[src/common/secp_pkg.sv]
// Package: constants and types for the command parser
package secp_pkg;
  localparam int DATA_W = 32;
  // Register byte offsets
  localparam logic [11:0] REG_CTRL = 12'h000;
  localparam logic [11:0] REG_STATUS = 12'h004;
  localparam logic [11:0] REG_RXBYTE = 12'h008;
  localparam logic [11:0] REG_HDR = 12'h00C;
  localparam logic [11:0] REG_POLICY = 12'h010;
  localparam logic [11:0] REG_DONE = 12'h014;
  // Control field positions
  localparam int CTRL_I2C = 0;
  localparam int CTRL_LCFG = 1;
  localparam int CTRL_LVAL = 2;
  localparam int CTRL_LEGACY = 3;
  localparam int CTRL_OTPWR = 4;
  localparam int CTRL_STARTSTOP = 5;
  localparam logic [5:0] CTRL_RESET = 6'h00;
  localparam logic [15:0] POLICY_RESET = 16'h0000;
  // Packet layout
  localparam logic [7:0] IDX_COUNT = 8'h01;
  localparam logic [7:0] IDX_OPCODE = 8'h02;
  localparam logic [7:0] IDX_P1 = 8'h03;
  localparam logic [7:0] IDX_P2LO = 8'h04;
  localparam logic [7:0] IDX_P2HI = 8'h05;
  localparam logic [7:0] MIN_COUNT = 8'h07;
  localparam logic [15:0] CRC_POLY = 16'h8005;
  localparam logic [15:0] CRC_INIT = 16'h0000;
  // Opcodes
  localparam logic [7:0] OP_KEYDERIV = 8'h1C;
  localparam logic [7:0] OP_DIGEST = 8'h15;
  localparam logic [7:0] OP_KEYEDHASH = 8'h11;
  localparam logic [7:0] OP_MACVERIFY = 8'h28;
  localparam logic [7:0] OP_LOCK = 8'h17;
  localparam logic [7:0] OP_MACRESP = 8'h08;
  localparam logic [7:0] OP_NONCE = 8'h16;
  localparam logic [7:0] OP_RANDOM = 8'h1B;
  localparam logic [7:0] OP_SHA = 8'h47;
  localparam logic [7:0] OP_READ = 8'h02;
  localparam logic [7:0] OP_WRITE = 8'h12;
  localparam logic [7:0] OP_UPDATE = 8'h20;
  localparam logic [7:0] OP_REVISION = 8'h30;
  localparam logic [7:0] OP_PAUSE = 8'h01;
  // Zones
  localparam logic [7:0] ZONE_CONFIG = 8'h00;
  localparam logic [7:0] ZONE_OTP = 8'h01;
  localparam logic [7:0] ZONE_DATA = 8'h02;
  // Status codes
  localparam logic [7:0] ST_OK = 8'h00;
  localparam logic [7:0] ST_PARSE = 8'h03;
  localparam logic [7:0] ST_EXEC = 8'h0F;
  localparam logic [7:0] ST_COMM = 8'hFF;
  // Timing
  localparam int CLK_MHZ = 100;
  localparam int TIMEOUT_US = 1300;
  localparam int TIMEOUT_CYC = TIMEOUT_US * CLK_MHZ;
  localparam int WATCHDOG_MS = 1300;
  localparam int WATCHDOG_CYC = WATCHDOG_MS * 1000 * CLK_MHZ;
  localparam int EXEC_CYC = 16;
  localparam logic [4:0] CMD_NONE = 5'h00;
  typedef enum logic [4:0] {
    SP_IDLE = 5'b00001,
    SP_RECV = 5'b00010,
    SP_CHECK = 5'b00100,
    SP_BUSY = 5'b01000,
    SP_SLEEP = 5'b10000
  } secp_state_e;
endpackage

[src/design/secp_parser.sv]
// Command packet parser with APB register access
`timescale 1ns/100ps
module secp_parser #(
  parameter int TimeoutCyc = secp_pkg::TIMEOUT_CYC,
  parameter int WatchdogCyc = secp_pkg::WATCHDOG_CYC
) (
  input wire logic clk,
  input wire logic resetn,
  input wire logic psel,
  input wire logic penable,
  input wire logic pwrite,
  input wire logic [11:0] paddr,
  input wire logic [31:0] pwdata,
  output logic [31:0] prdata,
  output logic pready,
  output logic pslverr,
  output logic busy_q,
  output logic sleep_q,
  output logic [7:0] status_q,
  output logic [4:0] cmdSel_q
);
  import secp_pkg::*;

  secp_state_e state_q;
  logic [5:0] ctrl_q;
  logic [15:0] policy_q;
  logic [7:0] count_q, idx_q, opcode_q, first_parameter_q;
  logic [15:0] second_parameter_q, crc_q, rxCrc_q;
  logic [31:0] timer_q, wdog_q;
  logic [7:0] execCnt_q;
  logic doneFlag_q;
  logic [31:0] rdData_d;
  logic apbSetup, apbWr, apbRd, byteWr, doneClr;
  logic [7:0] rxByte;
  logic [15:0] crcNext;
  logic known, lenBad, zoneBad, accessBad;
  logic [4:0] sel;
  logic hideRd;

  assign apbSetup = psel && !penable;
  assign apbWr = psel && penable && pwrite;
  assign apbRd = psel && penable && !pwrite;
  assign rxByte = pwdata[7:0];
  assign byteWr = apbWr && paddr == REG_RXBYTE;
  assign doneClr = apbWr && paddr == REG_DONE;
  assign hideRd = busy_q || state_q == SP_CHECK;

  // CRC over one byte, LSB first, shift-left form
  always_comb begin
    crcNext = crc_q;
    for (int i = 0; i < 8; i++) begin
      if (rxByte[i] ^ crcNext[15]) begin
        crcNext = {crcNext[14:0], 1'b0} ^ CRC_POLY;
      end else begin
        crcNext = {crcNext[14:0], 1'b0};
      end
    end
  end

  // Opcode decode
  always_comb begin
    known = 1'b1;
    sel = CMD_NONE;
    case (opcode_q)
      OP_KEYDERIV: sel = 5'h01;
      OP_DIGEST: sel = 5'h02;
      OP_KEYEDHASH: sel = 5'h03;
      OP_MACVERIFY: sel = 5'h04;
      OP_LOCK: sel = 5'h05;
      OP_MACRESP: sel = 5'h06;
      OP_NONCE: sel = 5'h07;
      OP_RANDOM: sel = 5'h08;
      OP_SHA: sel = 5'h09;
      OP_READ: sel = 5'h0A;
      OP_WRITE: sel = 5'h0B;
      OP_UPDATE: sel = 5'h0C;
      OP_REVISION: sel = 5'h0D;
      OP_PAUSE: sel = 5'h0E;
      default: known = 1'b0;
    endcase
  end

  // Length check only for fixed-size commands; others proceed silently
  always_comb begin
    lenBad = 1'b0;
    if (opcode_q == OP_READ || opcode_q == OP_REVISION ||
        opcode_q == OP_PAUSE) begin
      lenBad = count_q != MIN_COUNT;
    end
  end

  // Zone gating for read and write
  always_comb begin
    zoneBad = 1'b0;
    accessBad = 1'b0;
    if (opcode_q == OP_READ || opcode_q == OP_WRITE) begin
      zoneBad = first_parameter_q[1:0] == 2'b11 ||
                first_parameter_q[5:2] != 4'h0;
    end
    if (opcode_q == OP_READ && first_parameter_q[1:0] == ZONE_OTP[1:0]) begin
      accessBad = !ctrl_q[CTRL_LCFG] ||
                  ctrl_q[CTRL_LEGACY];
    end
    if (opcode_q == OP_WRITE) begin
      case (first_parameter_q[1:0])
        ZONE_CONFIG[1:0]:
          accessBad = ctrl_q[CTRL_LCFG] ||
                      first_parameter_q[6];
        ZONE_OTP[1:0]:
          accessBad = !ctrl_q[CTRL_LCFG] || (ctrl_q[CTRL_LVAL] &&
                      !ctrl_q[CTRL_OTPWR]);
        ZONE_DATA[1:0]:
          accessBad = !ctrl_q[CTRL_LCFG] || (ctrl_q[CTRL_LVAL] &&
                      !policy_q[second_parameter_q[6:3]]);
        default: accessBad = 1'b0;
      endcase
    end
  end

  // Main sequencer
  always_ff @(posedge clk) begin
    if (!resetn) begin
      state_q <= SP_IDLE;
      idx_q <= 8'h00;
      count_q <= 8'h00;
      opcode_q <= 8'h00;
      first_parameter_q <= 8'h00;
      second_parameter_q <= 16'h0000;
      crc_q <= CRC_INIT;
      rxCrc_q <= 16'h0000;
      timer_q <= 32'h0000_0000;
      wdog_q <= 32'h0000_0000;
      execCnt_q <= 8'h00;
      status_q <= ST_OK;
      cmdSel_q <= CMD_NONE;
    end else begin
      case (state_q)
        SP_IDLE: begin
          if (byteWr) begin
            state_q <= SP_RECV;
            idx_q <= IDX_COUNT;
            crc_q <= CRC_INIT;
            timer_q <= 32'h0000_0000;
            wdog_q <= 32'h0000_0000;
          end
        end
        SP_RECV: begin
          timer_q <= byteWr ? 32'h0000_0000 : timer_q + 32'h0000_0001;
          wdog_q <= wdog_q + 32'h0000_0001;
          if (byteWr) begin
            idx_q <= idx_q + 8'h01;
            if (idx_q == IDX_COUNT) begin
              count_q <= rxByte;
            end
            if (idx_q == IDX_OPCODE) begin
              opcode_q <= rxByte;
            end
            if (idx_q == IDX_P1) begin
              first_parameter_q <= rxByte;
            end
            if (idx_q == IDX_P2LO) begin
              second_parameter_q[7:0] <= rxByte;
            end
            if (idx_q == IDX_P2HI) begin
              second_parameter_q[15:8] <= rxByte;
            end
            if (idx_q + 8'h01 < count_q || idx_q < IDX_OPCODE) begin
              crc_q <= crcNext;
            end else if (idx_q + 8'h01 == count_q) begin
              rxCrc_q[7:0] <= rxByte;
            end else begin
              rxCrc_q[15:8] <= rxByte;
            end
            if (idx_q >= IDX_OPCODE && idx_q == count_q) begin
              state_q <= SP_CHECK;
            end
          end else if (!ctrl_q[CTRL_I2C] && timer_q >= TimeoutCyc) begin
            state_q <= SP_SLEEP;
          end else if (ctrl_q[CTRL_I2C] && (wdog_q >= WatchdogCyc ||
                       ctrl_q[CTRL_STARTSTOP])) begin
            state_q <= SP_IDLE;
          end
        end
        SP_CHECK: begin
          state_q <= SP_BUSY;
          execCnt_q <= 8'h00;
          cmdSel_q <= sel;
          if (count_q < MIN_COUNT || crc_q != rxCrc_q) begin
            status_q <= ST_COMM;
            cmdSel_q <= CMD_NONE;
          end else if (!known || lenBad || zoneBad) begin
            status_q <= ST_PARSE;
          end else if (accessBad) begin
            status_q <= ST_EXEC;
          end else begin
            status_q <= ST_OK;
          end
        end
        SP_BUSY: begin
          execCnt_q <= execCnt_q + 8'h01;
          if (execCnt_q == 8'(EXEC_CYC - 1)) begin
            state_q <= SP_IDLE;
            cmdSel_q <= CMD_NONE;
          end
        end
        SP_SLEEP: begin
          if (apbWr && paddr == REG_CTRL) begin
            state_q <= SP_IDLE;
          end
        end
        default: state_q <= SP_IDLE;
      endcase
    end
  end

  always_ff @(posedge clk) begin
    if (!resetn) begin
      busy_q <= 1'b0;
      sleep_q <= 1'b0;
    end else begin
      busy_q <= state_q == SP_CHECK || (state_q == SP_BUSY &&
                execCnt_q != 8'(EXEC_CYC - 1));
      sleep_q <= state_q == SP_SLEEP ||
                 (state_q == SP_RECV && !byteWr && !ctrl_q[CTRL_I2C] &&
                  timer_q >= TimeoutCyc);
    end
  end

  // Completion flag, set wins over clear
  always_ff @(posedge clk) begin
    if (!resetn) begin
      doneFlag_q <= 1'b0;
    end else if (state_q == SP_BUSY && execCnt_q == 8'(EXEC_CYC - 1)) begin
      doneFlag_q <= 1'b1;
    end else if (doneClr) begin
      doneFlag_q <= 1'b0;
    end
  end

  // Control registers
  always_ff @(posedge clk) begin
    if (!resetn) begin
      ctrl_q <= CTRL_RESET;
      policy_q <= POLICY_RESET;
    end else if (apbWr && paddr == REG_CTRL) begin
      ctrl_q <= pwdata[5:0];
    end else if (apbWr && paddr == REG_POLICY) begin
      policy_q <= pwdata[15:0];
    end
  end

  // Read mux; status hidden while busy
  always_comb begin
    case (paddr)
      REG_CTRL: rdData_d = {26'h0, ctrl_q};
      REG_STATUS: rdData_d = hideRd ? 32'h0000_0000 :
                  {19'h0, sleep_q, busy_q, doneFlag_q, 2'b00,
                   status_q};
      REG_HDR: rdData_d = hideRd ? 32'h0000_0000 :
               {opcode_q, first_parameter_q, second_parameter_q};
      REG_POLICY: rdData_d = {16'h0, policy_q};
      REG_DONE: rdData_d = {31'h0, doneFlag_q};
      default: rdData_d = 32'h0000_0000;
    endcase
  end

  always_ff @(posedge clk) begin
    if (!resetn) begin
      prdata <= 32'h0000_0000;
      pready <= 1'b0;
      pslverr <= 1'b0;
    end else begin
      pready <= apbSetup;
      pslverr <= 1'b0;
      if (apbSetup && !pwrite) begin
        prdata <= rdData_d;
      end
      if (apbSetup && !(paddr == REG_CTRL || paddr == REG_STATUS ||
          paddr == REG_RXBYTE || paddr == REG_HDR ||
          paddr == REG_POLICY || paddr == REG_DONE)) begin
        pslverr <= 1'b1;
      end
    end
  end
endmodule

[config.mk]
export PLATFORM = sky130hd
export DESIGN_NAME = secp_parser
export DESIGN_NICKNAME = d
export VERILOG_FILES = /design/src/common/secp_pkg.sv /design/src/design/secp_parser.sv
export SDC_FILE = /design/constraint.sdc
export NUM_CORES = 1
export LEC_CHECK = 0
export BUFFER_PORTS_ARGS = -buffer_cell sky130_fd_sc_hd__buf_2
export CAP_MARGIN = 25
export CORE_ASPECT_RATIO = 0.9
export CORE_MARGIN = 1.5
export CORE_UTILIZATION = 60
export CTS_CLUSTER_DIAMETER = 100
export CTS_CLUSTER_SIZE = 8
export DETAILED_ROUTE_END_ITERATION = 16
export PLACE_DENSITY = 0.77
export SLEW_MARGIN = 30
export SYNTH_ARGS = -nofsm -noshare
export SYNTH_HDL_FRONTEND = slang
export SYNTH_SLANG_ARGS = --single-unit
[constraint.sdc]
create_clock -name clk -period 8.3 [get_ports clk]
set_clock_uncertainty 0.05 [all_clocks]
set_input_delay 2.075 -clock clk [delete_from_list [all_inputs] [get_ports clk]]
set_output_delay 2.075 -clock clk [all_outputs]
set_load 0.01 [all_outputs]
== Word-level counts from Yosys, hierarchy flattened ==
Index checks and enable logic that the tools add are counted.
Operators by class
  reductions and logical operators: 70
  multiplexer cells: 49
  order comparisons: 7
  equality and inequality tests: 45
  bitwise operators: 19
  $add $sub $neg: 4
Operator list (number)
  $mux 16: 11
  $pmux 32 s5: 1
  $pmux 32 s2: 2
  $mux 32: 3
  $add 32x1->32 const B: 2
  $eq 8x5->1 const B: 7
  $pmux 4 s14: 1
  $mux 5: 9
  $ge 32x17->1 const B: 1
  $ge 32x27->1 const B: 1
  $pmux 16 s2: 1
  $pmux 8 s2: 2
  $pmux 5 s5: 1
  $eq 12x4->1 const B: 2
  $eq 12x5->1 const B: 2
  $eq 8x2->1 const B: 3
  $eq 8x6->1 const B: 3
  $mux 8: 3
  $not 3->3: 8
  $logic_or 1x1->1: 21
  $logic_and 1x1->1: 20
  $reduce_and 3->1: 6
  $add 8x1->8 const B: 2
  $eq 8x1->1 const B: 2
  other kinds (40): 80
Word-level totals
  register bits: 229
  logic and storage cells: 217
  output and inout bits: 49

== Logic depth before layout (Yosys ltp) ==
Gate-level depths: netlist of the first run.
  depth after elaboration: 19
  gate-level depth with buffers: 11
  gate-level depth less buffers: 10

== Worst setup path after synthesis of the first run ==
No wires, ideal clock.
  kind: input-to-reg
  start point: input paddr[9]
  end point: register rxCrc_q[0]
  arrival: 3.872 ns
  setup slack: 4.251 ns
  buffers on the path: 2
  setup time: 0.128 ns
  cell stages on the path: 8
  cells stage by stage: or4_4 -> nor4_1 -> buf_2 -> and3_4 -> buf_6 -> o2111ai_4 -> mux2i_1 -> nor2_1
On the way
  word-level cells in the longest chain between the ends: 3
Ends and longest elaborated chain
  start: declaration: line secp_parser.sv:12  | input wire logic [11:0] paddr,
  $eq 12x4->1: line secp_parser.sv:44  | assign byteWr = apbWr && paddr == REG_RXBYTE;
  $logic_and 1x1->1: line secp_parser.sv:44
  $reduce_and 4->1 (no line)
  end signal: assignment: line secp_parser.sv:170  | rxCrc_q[7:0] <= rxByte;
  end: declaration: line secp_parser.sv:28  | logic [15:0] second_parameter_q, crc_q, rxCrc_q;
No other way between the ends.
A chain may end at the register's enable or synchronous reset.

== Final worst setup path of the first run ==
  start point: input pwrite
  end point: register timer_q[16]
On the way
  word-level cells in the longest chain between the ends: 4
  elaborated cells on any way between the ends: 6
Ends and longest elaborated chain
  start: declaration: line secp_parser.sv:11  | input wire logic pwrite,
  $logic_and 1x1->1 *: line secp_parser.sv:41  | assign apbWr = psel && penable && pwrite;
  $logic_and 1x1->1 *: line secp_parser.sv:44
  $mux 32 / $ne 2x2->1 (equally long branches)
  $pmux 32 s2 / $reduce_and 2->1 (equally long branches)
  end signal: assignment: line secp_parser.sv:148  | timer_q <= byteWr ? 32'h0000_0000 : timer_q + 32'h0000_0001;
  end: declaration: line secp_parser.sv:29  | logic [31:0] timer_q, wdog_q;
Every way passes the cells marked *; elsewhere a longest branch is shown, timed or not.

==> results.json, run 1 <==
{
  "crit_arrival_ps": 5170,
  "period_minus_slack_ps": 4780,
  "worstHoldPathCells": 2,
  "drt_iter0_markers": 784,
  "syn-num-nets": 1403,
  "worstHoldPathType": "reg -> reg",
  "synth_area_leaders": "dfxtp_1 39%, mux2i_1 6.5%, nor2_1 5.2%",
  "ys_ff_latch": 223,
  "fillerInstances": 1525,
  "yosysSeqAreaShare_pct": 39.3,
  "die_h_um": 134,
  "grt_pass1_vias": 9224,
  "p_int_mw": 1.76,
  "drive_gt1_share_pct": 12.5,
  "finalNetCount": 1426,
  "ys.flop_type": "dfxtp_1",
  "netlist_instances": 1332,
  "drv_cap": 0,
  "crit_fanout": 37,
  "power_per_cell_area_nw_per_um2": 181,
  "multi_input_area_um2": 6400,
  "synth_top_area_share_pct": 39.3,
  "critical_path_class": "in -> reg",
  "synth_cell_type_count": 81,
  "reg2reg_depth": 10,
  "vias": 10100,
  "place_congestion": 0.918,
  "outcome": "complete, no violations",
  "cp.required_ps": 8690,
  "crit_slowest_cell": "nand3_2",
  "post_cts_buffers": 0,
  "worst_setup_path_end_kind": "flip-flop",
  "ff2ff_setup_slack_ps": 4800,
  "fin_setup_tns_ps": 0,
  "critPathTopFamily": "simple AND/OR/NAND/NOR gates",
  "drv_slew": 0,
  "htreeDepth": 1,
  "pwr-share-comb_pct": 4.1,
  "clock_latency_ps": 560,
  "cp_cell_sequence": "buf_2 > nand3_1 > nor4b_2 > nand3_2 > nand2_1 > a21boi_0 > o21a_1",
  "root_buffer": "clkbuf_16",
  "dieArea_um2": 19800,
  "remaining_drc_errors": 0,
  "routed_via_density": 6.30,
  "io_buffers": 80,
  "p_clk_share_pct": 48.4,
  "wirelength_um": 29200,
  "regArea_um2": 4460,
  "drt_pass1_iterations": 5,
  "grt_max_degree": 109,
  "hold_start": "prdata[26]",
  "grt_pass1_wl_um": 47300,
  "cts_hold_buf": 0,
  "rsz0062_at_grt": "no",
  "regToRegEndpoint": "crc_q[5]",
  "p_switching_mw": 0.516,
  "cts_resized": 0,
  "synth-async-reset-ratio_pct": 0,
  "cts.path.max_buffers": 3,
  "die_x_um": 148,
  "r2r-start": "idx_q[2]",
  "final-setup-viol-count": 0,
  "switching_share_pct": 22.7,
  "seq_power_share_pct": 47.5,
  "worst_setup_path_start_kind": "input port",
  "areaGrowthSynthToFinish_pct": 10.3,
  "clkTransAtPathRegs_ps": 50,
  "syn-cell-area_um2": 11400,
  "hold-path-endpoint": "prdata[26]",
  "synth_common_cells": "223 x dfxtp_1, 158 x nor2_1, 116 x a21oi_1",
  "synth_area_leader_cell": "dfxtp_1",
  "io_pins": 98,
  "slew-limit-headroom_pct": 40.8,
  "grt_overflow_total": 0,
  "synth_edf_count": 0,
  "peakVddDrop_uv": 159,
  "rows": 47,
  "cts_tree": "yes",
  "synth.most_common_cell": "dfxtp_1",
  "antenna_found_initial": 3,
  "fmax_ghz": 0.209,
  "worst-path-buf-inv": 1,
  "leakage_nw": 4.97,
  "grt_use_total_pct": 29.2,
  "cts_made_buffers": 31,
  "final_area_um2": 12500,
  "syn_area_per_cell_um2": 8.53,
  "dp_hpwl_um": 18600,
  "drtAntennaViolNets": 0,
  "hold_viol": 0,
  "start_util_pct": 61.6,
  "period_share_pct": 57.5,
  "max_stage_delay_ps": 860,
  "clock_sinks": 223,
  "core_um2": 18500,
  "yosys_warnings": 0,
  "wl_per_cell_um": 18.3,
  "postPlaceCellArea_um2": 11700,
  "worst-slew-pin-transition_ps": 888
}
[power groups by stage]
stage          logic (mW)  registers [mW]  clock network (mW)
5_1_grt             0.101            1.08                1.16
6_report           0.0942            1.08                1.10
2_1_floorplan      0.0614            1.10                   0
3_3_place_gp       0.0923            1.10                   0
4_1_cts            0.0932            1.08                1.11
3_5_place_dp       0.0928            1.10                   0
[per-stage QoR]
step | instances | util [%] | hold WS (ps) | power [mW] | setup slack (ps)
after global placement | 1567 | 63.5 | 388 | 1.19 | 3090
final | 1601 | 67.9 | 396 | 2.27 | 3520
after detailed placement | 1567 | 63.6 | 391 | 1.19 | 2960
after floorplan | 1332 | - | 387 | 1.16 | 4250
after CTS | 1600 | 67.9 | 398 | 2.29 | 3520
after global routing | 1601 | 67.9 | 411 | 2.34 | 3180
[sequential cells by signal, summed over array words and instances (netlist names), 3 cells and up]
name and cells:
prdata 32, idx_q 8, count_q 8, policy_q 16, rxCrc_q 16, crc_q 16
first_parameter_q 8, opcode_q 8, wdog_q 32, status_q 3, ctrl_q 6, state_q 5
second_parameter_q 16, cmdSel_q 4, timer_q 32, execCnt_q 8
[cell usage in the layout, fill, tap and decap left out, types with 6 or more instances in the layout]
cell,netlist,final
mux2i_1,74,74
a211oi_1,7,7
ha_1,22,22
o21a_1,13,13
nand3b_1,8,8
nand2_1,78,78
a31oi_1,16,16
xor2_1,29,29
o21ai_1,6,6
nand4_1,20,20
and3_1,18,17
o21ai_0,63,63
inv_1,26,25
dfxtp_1,223,223
nor4_1,12,11
clkbuf_16,0,31
and2_1,10,10
nor3b_1,7,6
nand4b_1,10,10
a21oi_1,116,115
nand3_1,92,91
buf_4,9,8
mux2_2,8,8
xnor2_1,20,20
nor2_1,158,157
or4_1,9,9
and4_1,7,7
a22oi_1,15,15
or3_1,9,9
o211ai_1,26,26
buf_2,16,80
nand2b_1,9,9
nor3_1,24,24
[cell families after synthesis]
kind of cell / share of synthesized area, %
compound gates: 17.5
mux: 8.30
simple gates: 23.6
xor+xnor: 4.17
flops: 39.3
buf+inv: 4.63
other cells: 0.0330
fa+ha+maj: 2.42
[area by class of cell]
class | count | share of cell area, %
Multi-Input combinational cell | 985 | 51.1
Sequential cell | 223 | 35.6
Clock buffer | 32 | 6.22
Timing Repair Buffer | 88 | 3.67
Tap cell | 245 | 2.45
Inverter | 26 | 0.818
Clock inverter | 1 | 0.160
Antenna cell | 1 | 0.0200
[routing by layer]
layer | global-route usage, % | up-vias | wire length (um)
met5 | 0 | - | 23
met4 | 9.79 | 4 | 879
met3 | 4.49 | 70 | 1910
met2 | 46.6 | 326 | 13500
met1 | 40.4 | 4829 | 13000
li1 | - | 4861 | -
[how the worst max path moves through the flow]
| stage | slack (ps) | endpoint | startpoint | cells past startpoint |
|---|---|---|---|---|
| after floorplan | 4250 | rxCrc_q[0] | paddr[9] | 8 |
| after global placement | 3090 | timer_q[16] | penable | 7 |
| after detailed placement | 2960 | timer_q[16] | penable | 7 |
| after CTS | 3520 | timer_q[16] | penable | 7 |
| after global routing | 3180 | timer_q[16] | penable | 7 |
| final | 3520 | timer_q[16] | pwrite | 7 |
[worst register-to-register path: stages, from the launching register on]
cell and delay, ps:
dfxtp_1 630, and3_1 310, and3_1 280, nand3_1 120, xnor2_1 220, ha_1 290, a21oi_1 200, o211ai_1 200
o211a_1 570, o211a_1 360, o21a_1 160
No activity file was read; power rests on OpenSTA's default activity.
==> run 2, diff against run 1 <==
- ABC_AREA: default -> 1
- clock period: 8.3 -> 4.9 ns (I/O delays scaled with it)
==> run 2 against run 1 <==
Via count grew 10%. Sequential power grew 69%. Setup slack lost 2200 ps. Synthesized cell count grew 24%. Non-clock buffer count grew 2. Power grew 67%. Combinational power grew 52%. Wire length grew 2.7%.
==> results.json, run 2 <==
{
  "outcome": "complete, no violations",
  "crit_slowest_cell": "nand3_1",
  "cts_resized": 0,
  "ys.flop_type": "dfxtp_1",
  "cts_hold_buf": 0,
  "synth.most_common_cell": "nand2_1",
  "worst-slew-pin-transition_ps": 764,
  "worst_setup_path_start_kind": "input port",
  "cp.required_ps": 5250,
  "wirelength_um": 30000,
  "place_ws_ps": 913,
  "grt_max_degree": 103,
  "die_x_um": 148,
  "die_h_um": 134,
  "grt_overflow_total": 0,
  "max_stage_delay_ps": 590,
  "io_buffers": 80,
  "drive_gt1_share_pct": 10.1,
  "synth_area_leaders": "dfxtp_1 39%, nand2_1 11%, a21oi_1 8.6%",
  "cts_made_buffers": 31,
  "remaining_drc_errors": 0,
  "cp_cell_sequence": "buf_2 > nor2_1 > nand2_1 > nor2_2 > inv_2 > nor2_1 > inv_1 > nor2_1 > inv_1 > nor2_4 > nand3_1 > o21ai_0 > a21oi_1",
  "synth-async-reset-ratio_pct": 0,
  "areaGrowthSynthToFinish_pct": 11.1,
  "largestRegisters": "prdata: 32 flops, timer_q: 32 flops, wdog_q: 32 flops",
  "io_pins": 98,
  "drt_pass1_iterations": 5,
  "syn_area_per_cell_um2": 6.92,
  "slew-limit-headroom_pct": 48.7,
  "netlist_instances": 1648,
  "worstHoldPathType": "reg -> reg",
  "dp_hpwl_um": 20700,
  "synth_common_cells": "335 x nand2_1, 223 x dfxtp_1, 198 x inv_1",
  "grt_pass1_vias": 10000,
  "start_util_pct": 61.5,
  "wl_met3_um": 1950,
  "clock_sinks": 223,
  "post_cts_buffers": 0,
  "clkTransAtPathRegs_ps": 50,
  "topRoutingLayerUsed": "met4",
  "critical_path_class": "in -> reg",
  "worst_setup_path_end_kind": "flip-flop",
  "drtAntennaViolNets": 0,
  "drt_iter0_markers": 1088,
  "yosysSeqAreaShare_pct": 39.2,
  "cts.path.max_buffers": 3,
  "setup_slack_ps": 1330,
  "crit_arrival_ps": 3920,
  "final-setup-viol-count": 0,
  "peakVddDrop_uv": 250,
  "rows": 47,
  "leakage_nw": 4.81,
  "drv_slew": 0,
  "drv_cap": 0,
  "syn-num-nets": 1719,
  "syn-cell-area_um2": 11400,
  "finalNetCount": 1773,
  "htreeDepth": 1,
  "yosys_warnings": 0,
  "grt_use_total_pct": 29.9,
  "fillerInstances": 1619,
  "crit_fanout": 17,
  "regArea_um2": 4460,
  "dieArea_um2": 19800,
  "fmax_ghz": 0.280,
  "synth_cell_type_count": 49,
  "final_common_cell": "nand2_1",
  "dr_wl_met2_um": 13700,
  "synth_area_leader_cell": "dfxtp_1",
  "period_minus_slack_ps": 3570,
  "hold_viol": 0,
  "fin_setup_tns_ps": 0,
  "power_per_cell_area_nw_per_um2": 299,
  "synth_edf_count": 0,
  "multi_input_area_um2": 5850,
  "vias": 11100,
  "rsz0062_at_grt": "no",
  "grt_pass1_wl_um": 49100,
  "clock_latency_ps": 540,
  "wl_met1_um": 13900,
  "antenna_found_initial": 0,
  "synth_top_area_share_pct": 39.2,
  "root_buffer": "clkbuf_16",
  "cts_tree": "yes",
  "period_share_pct": 72.9,
  "wl_per_cell_um": 15.4,
  "crit_path_frequent_cell": "nor2_1",
  "ys_ff_latch": 223,
  "routed_via_density": 5.72,
  "antennaDiodeCount": 0,
  "core_um2": 18500,
  "place_congestion": 0.898,
  "mostFrequentLayoutCells": "335 x nand2_1, 223 x dfxtp_1, 197 x inv_1"
}
-- run 2: changes by cell type after synthesis, moves of 18 or more --
cell / change
a21oi_1: +80
clkbuf_1: -22
inv_1: +172
mux2i_1: -74
nand2_1: +257
nor2_1: -20
nor3_1: +18
o211ai_1: -18
o21ai_0: +56
-- run 2: worst paths after layout --
| kind | startpoint | endpoint | slack [ps] | cells past startpoint |
|---|---|---|---|---|
| hold reg to reg | second_parameter_q[7] | second_parameter_q[7] | 400 | 2 |
| setup / recovery | paddr[11] | second_parameter_q[13] | 1330 | 13 |
| setup reg to reg | idx_q[0] | rxCrc_q[5] | 1540 | 14 |
| hold / removal | second_parameter_q[7] | second_parameter_q[7] | 400 | 2 |
-- run 2: cell families (layout without fill, tap and decap cells) --
logic type	Yosys count	in the layout	share of synthesized area [%]
other	1	1	0.0329
buffers and inverters	279	332	9.56
adders and majority gates	22	22	2.41
DFF	223	223	39.2
AOI/OAI and AO/OA	393	393	19.0
and+or+nand+nor	701	701	27.6
xor gates and xnor gates	29	29	2.23
-- run 2: stage by stage --
stage / instance area, um2 / util (%) / hold slack [ps] / instances / power, mW
floorplan: 11400 / - / 375 / 1648 / 1.95
detailed placement: 11900 / 64.2 / 398 / 1914 / 2.00
finish: 12700 / 68.4 / 402 / 1946 / 3.79
CTS: 12700 / 68.4 / 405 / 1946 / 3.80
global route: 12700 / 68.4 / 424 / 1946 / 3.90
global placement: 11900 / 64.2 / 387 / 1914 / 2.00
-- run 2: layout make-up --
type,instances,area share (%)
clock buffers,32,6.15
inverters,210,6.23
multi-input cells,1146,46.2
flip-flops and latches,223,35.2
well taps,245,2.42
repair buffers,90,3.78
-- run 2: worst max-delay path, delay by kind of cell --
kind	cells	cell delay [ps]
AOI/OAI and AO/OA	2	480
buffers and inverters	4	410
and+or+nand+nor	7	1790
-- run 2: report_power, final --
| group | switching, mW | internal, mW |
|---|---|---|
| logic | 0.105 | 0.0376 |
| registers | 0.00238 | 1.82 |
| clock network | 0.732 | 1.09 |
| total | 0.839 | 2.95 |
-- run 2: routing by layer --
layer  vias up  GRT usage [%]
met5         -              0
met4         0           6.22
met3        42           3.60
met2       388           49.0
met1      5119           42.6
li1       5580              -
==> run 3, diff against run 2 <==
- CORE_UTILIZATION: 60 -> 54
- PLACE_DENSITY: 0.77 -> 0.73
- clock period: 4.9 -> 3.2 ns (I/O delays scaled with it)
==> run 3 against run 2 <==
Wire length is 0.71% lower. Global-route usage is 2.9 points lower. Count of clock-buffer cells in the layout stayed put. Flip-flop and latch count stayed put. Non-clock buffer count is 21 higher. Setup slack worse by 1000 ps. Power is 54% higher. Critical path type is now reg -> reg. Largest cell class unchanged.
==> results.json, run 3 (synthesized netlist as in run 2, its figures left out) <==
{
  "remaining_drc_errors": 0,
  "cp.required_ps": 3620,
  "crit_arrival_ps": 3310,
  "worst-slew-pin-transition_ps": 703,
  "antennaDiodeCount": 0,
  "clock_sinks": 223,
  "clkTransAtPathRegs_ps": 50,
  "fillerInstances": 1943,
  "pwr-share-comb_pct": 3.9,
  "postPlaceCellArea_um2": 12100,
  "drv_slew": 0,
  "drv_cap": 0,
  "slew-limit-headroom_pct": 52.9,
  "vias": 11100,
  "worstHoldPathType": "reg -> reg",
  "core_um2": 20800,
  "p_switching_mw": 1.30,
  "cts_tree": "yes",
  "regArea_um2": 4460,
  "rsz0062_at_grt": "no",
  "power_per_cell_area_nw_per_um2": 451,
  "multi_input_area_um2": 5870,
  "crit_path_frequent_cell": "nand2_1",
  "wl_per_cell_um": 14.8,
  "place_congestion": 0.905,
  "cts.path.max_buffers": 3,
  "clock_latency_ps": 540,
  "wirelength_um": 29800,
  "io_pins": 98,
  "cp_cell_sequence": "inv_1 > nor3_2 > nand3_1 > nor2_1 > nand2_1 > xnor2_1 > ha_1 > nand4_1 > inv_1 > nand2_1 > a22oi_2 > nand2_1 > nand2_1 > buf_12 > nand2_1 > a21oi_1",
  "outcome": "complete, no violations",
  "seq_power_share_pct": 47.8,
  "post_cts_buffers": 0,
  "largestRegisters": "prdata: 32 flops, timer_q: 32 flops, wdog_q: 32 flops",
  "peakVddDrop_uv": 335,
  "critical_path_class": "reg -> reg",
  "start_util_pct": 54.9,
  "rows": 50,
  "final_common_cell": "nand2_1",
  "hold_viol": 0,
  "grt_use_total_pct": 27.1,
  "worst-path-buf-inv": 3,
  "mostFrequentLayoutCells": "335 x nand2_1, 223 x dfxtp_1, 197 x inv_1",
  "worst_setup_path_start_kind": "flip-flop",
  "max_stage_delay_ps": 390,
  "final_cells": 2009,
  "htreeDepth": 1,
  "root_buffer": "clkbuf_16",
  "finalNetCount": 1794,
  "fin_setup_tns_ps": 0,
  "crit_fanout": 16,
  "worst_setup_path_end_kind": "flip-flop",
  "io_buffers": 80,
  "crit_slowest_cell": "dfxtp_1",
  "cts_made_buffers": 31,
  "dp_hpwl_um": 20700,
  "grt_pass1_vias": 10300,
  "routed_via_density": 5.52,
  "period_share_pct": 90.5,
  "dieArea_um2": 22000,
  "critPathTopFamily": "simple AND/OR/NAND/NOR gates",
  "final-setup-viol-count": 0,
  "period_minus_slack_ps": 2900,
  "drtAntennaViolNets": 0,
  "whs_ps": 400,
  "final_util_pct": 62.3,
  "die_x_um": 156,
  "grt_max_degree": 103,
  "drt_pass1_iterations": 5,
  "die_h_um": 141,
  "leakage_nw": 4.93,
  "grt_pass1_wl_um": 49300,
  "grt_overflow_total": 0,
  "p_int_mw": 4.53,
  "fmax_ghz": 0.345,
  "place_inst": 1976,
  "p_clk_share_pct": 48.3,
  "areaGrowthSynthToFinish_pct": 13.5,
  "drive_gt1_share_pct": 11.4,
  "antenna_found_initial": 0,
  "switching_share_pct": 22.3,
  "drt_iter0_markers": 981,
  "final_area_um2": 12900
}
[run 3: changes by cell type in the layout (fill, tap and decap cells not counted), sizes merged]
cell  delta
inv      +1
buf     +21
[run 3: worst register-to-register path, stage by stage (launching register included)]
cell and delay (ps):
dfxtp_1 390, inv_1 130, nor3_2 280, nand3_1 160
nor2_1 120, nand2_1 80, xnor2_1 150, ha_1 350
nand4_1 170, inv_1 90, nand2_1 60, a22oi_2 200
nand2_1 110, nand2_1 120, buf_12 150, nand2_1 70
a21oi_1 140
[run 3: path summary, 6_finish.rpt]
check                                      startpoint                    end  slack, ps  cells past startpoint
worst max-delay path                         idx_q[0]              crc_q[12]        300                     16
worst min-delay path            second_parameter_q[1]  second_parameter_q[1]        400                      2
worst max register to register               idx_q[0]              crc_q[12]        300                     16
worst min register to register  second_parameter_q[1]  second_parameter_q[1]        400                      2
[run 3: layout make-up]
| cell class | instances | area share [%] |
|---|---|---|
| clock buffers | 32 | 6.02 |
| repair buffers | 111 | 5.18 |
| multi-input cells | 1146 | 45.3 |
| flip-flops and latches | 223 | 34.5 |
| inverters | 210 | 6.12 |
| well taps | 286 | 2.77 |
| clock inverters | 1 | 0.0677 |
[run 3: power groups by stage]
| stage | clock [mW] | combinational, mW | sequential [mW] |
|---|---|---|---|
| floorplan | 0 | 0.142 | 2.85 |
| global placement | 0 | 0.221 | 2.85 |
| detailed placement | 0 | 0.223 | 2.85 |
| CTS | 2.86 | 0.224 | 2.79 |
| global route | 2.97 | 0.249 | 2.79 |
| finish | 2.82 | 0.227 | 2.79 |
[run 3: layer usage]
layer  vias to the layer above  track usage, %  share of wire, %
li1                       5623               -                 -
met1                      5125            37.7                48
met2                       294            44.5                44
met3                        47            3.84               5.4
met4                         0            6.02               1.8
met5                         -               0                 0
[run 3: repair_timing]
action	CTS	global route
hold buffers	0	0
gates resized for setup	0	4
setup endpoints to repair	0	32
[run 3: stage by stage]
step | setup slack, ps | total power, mW
global placement | 212 | 3.07
global route | 28.1 | 6.01
floorplan | 465 | 2.99
CTS | 54.0 | 5.87
detailed placement | 106 | 3.07
finish | 305 | 5.84
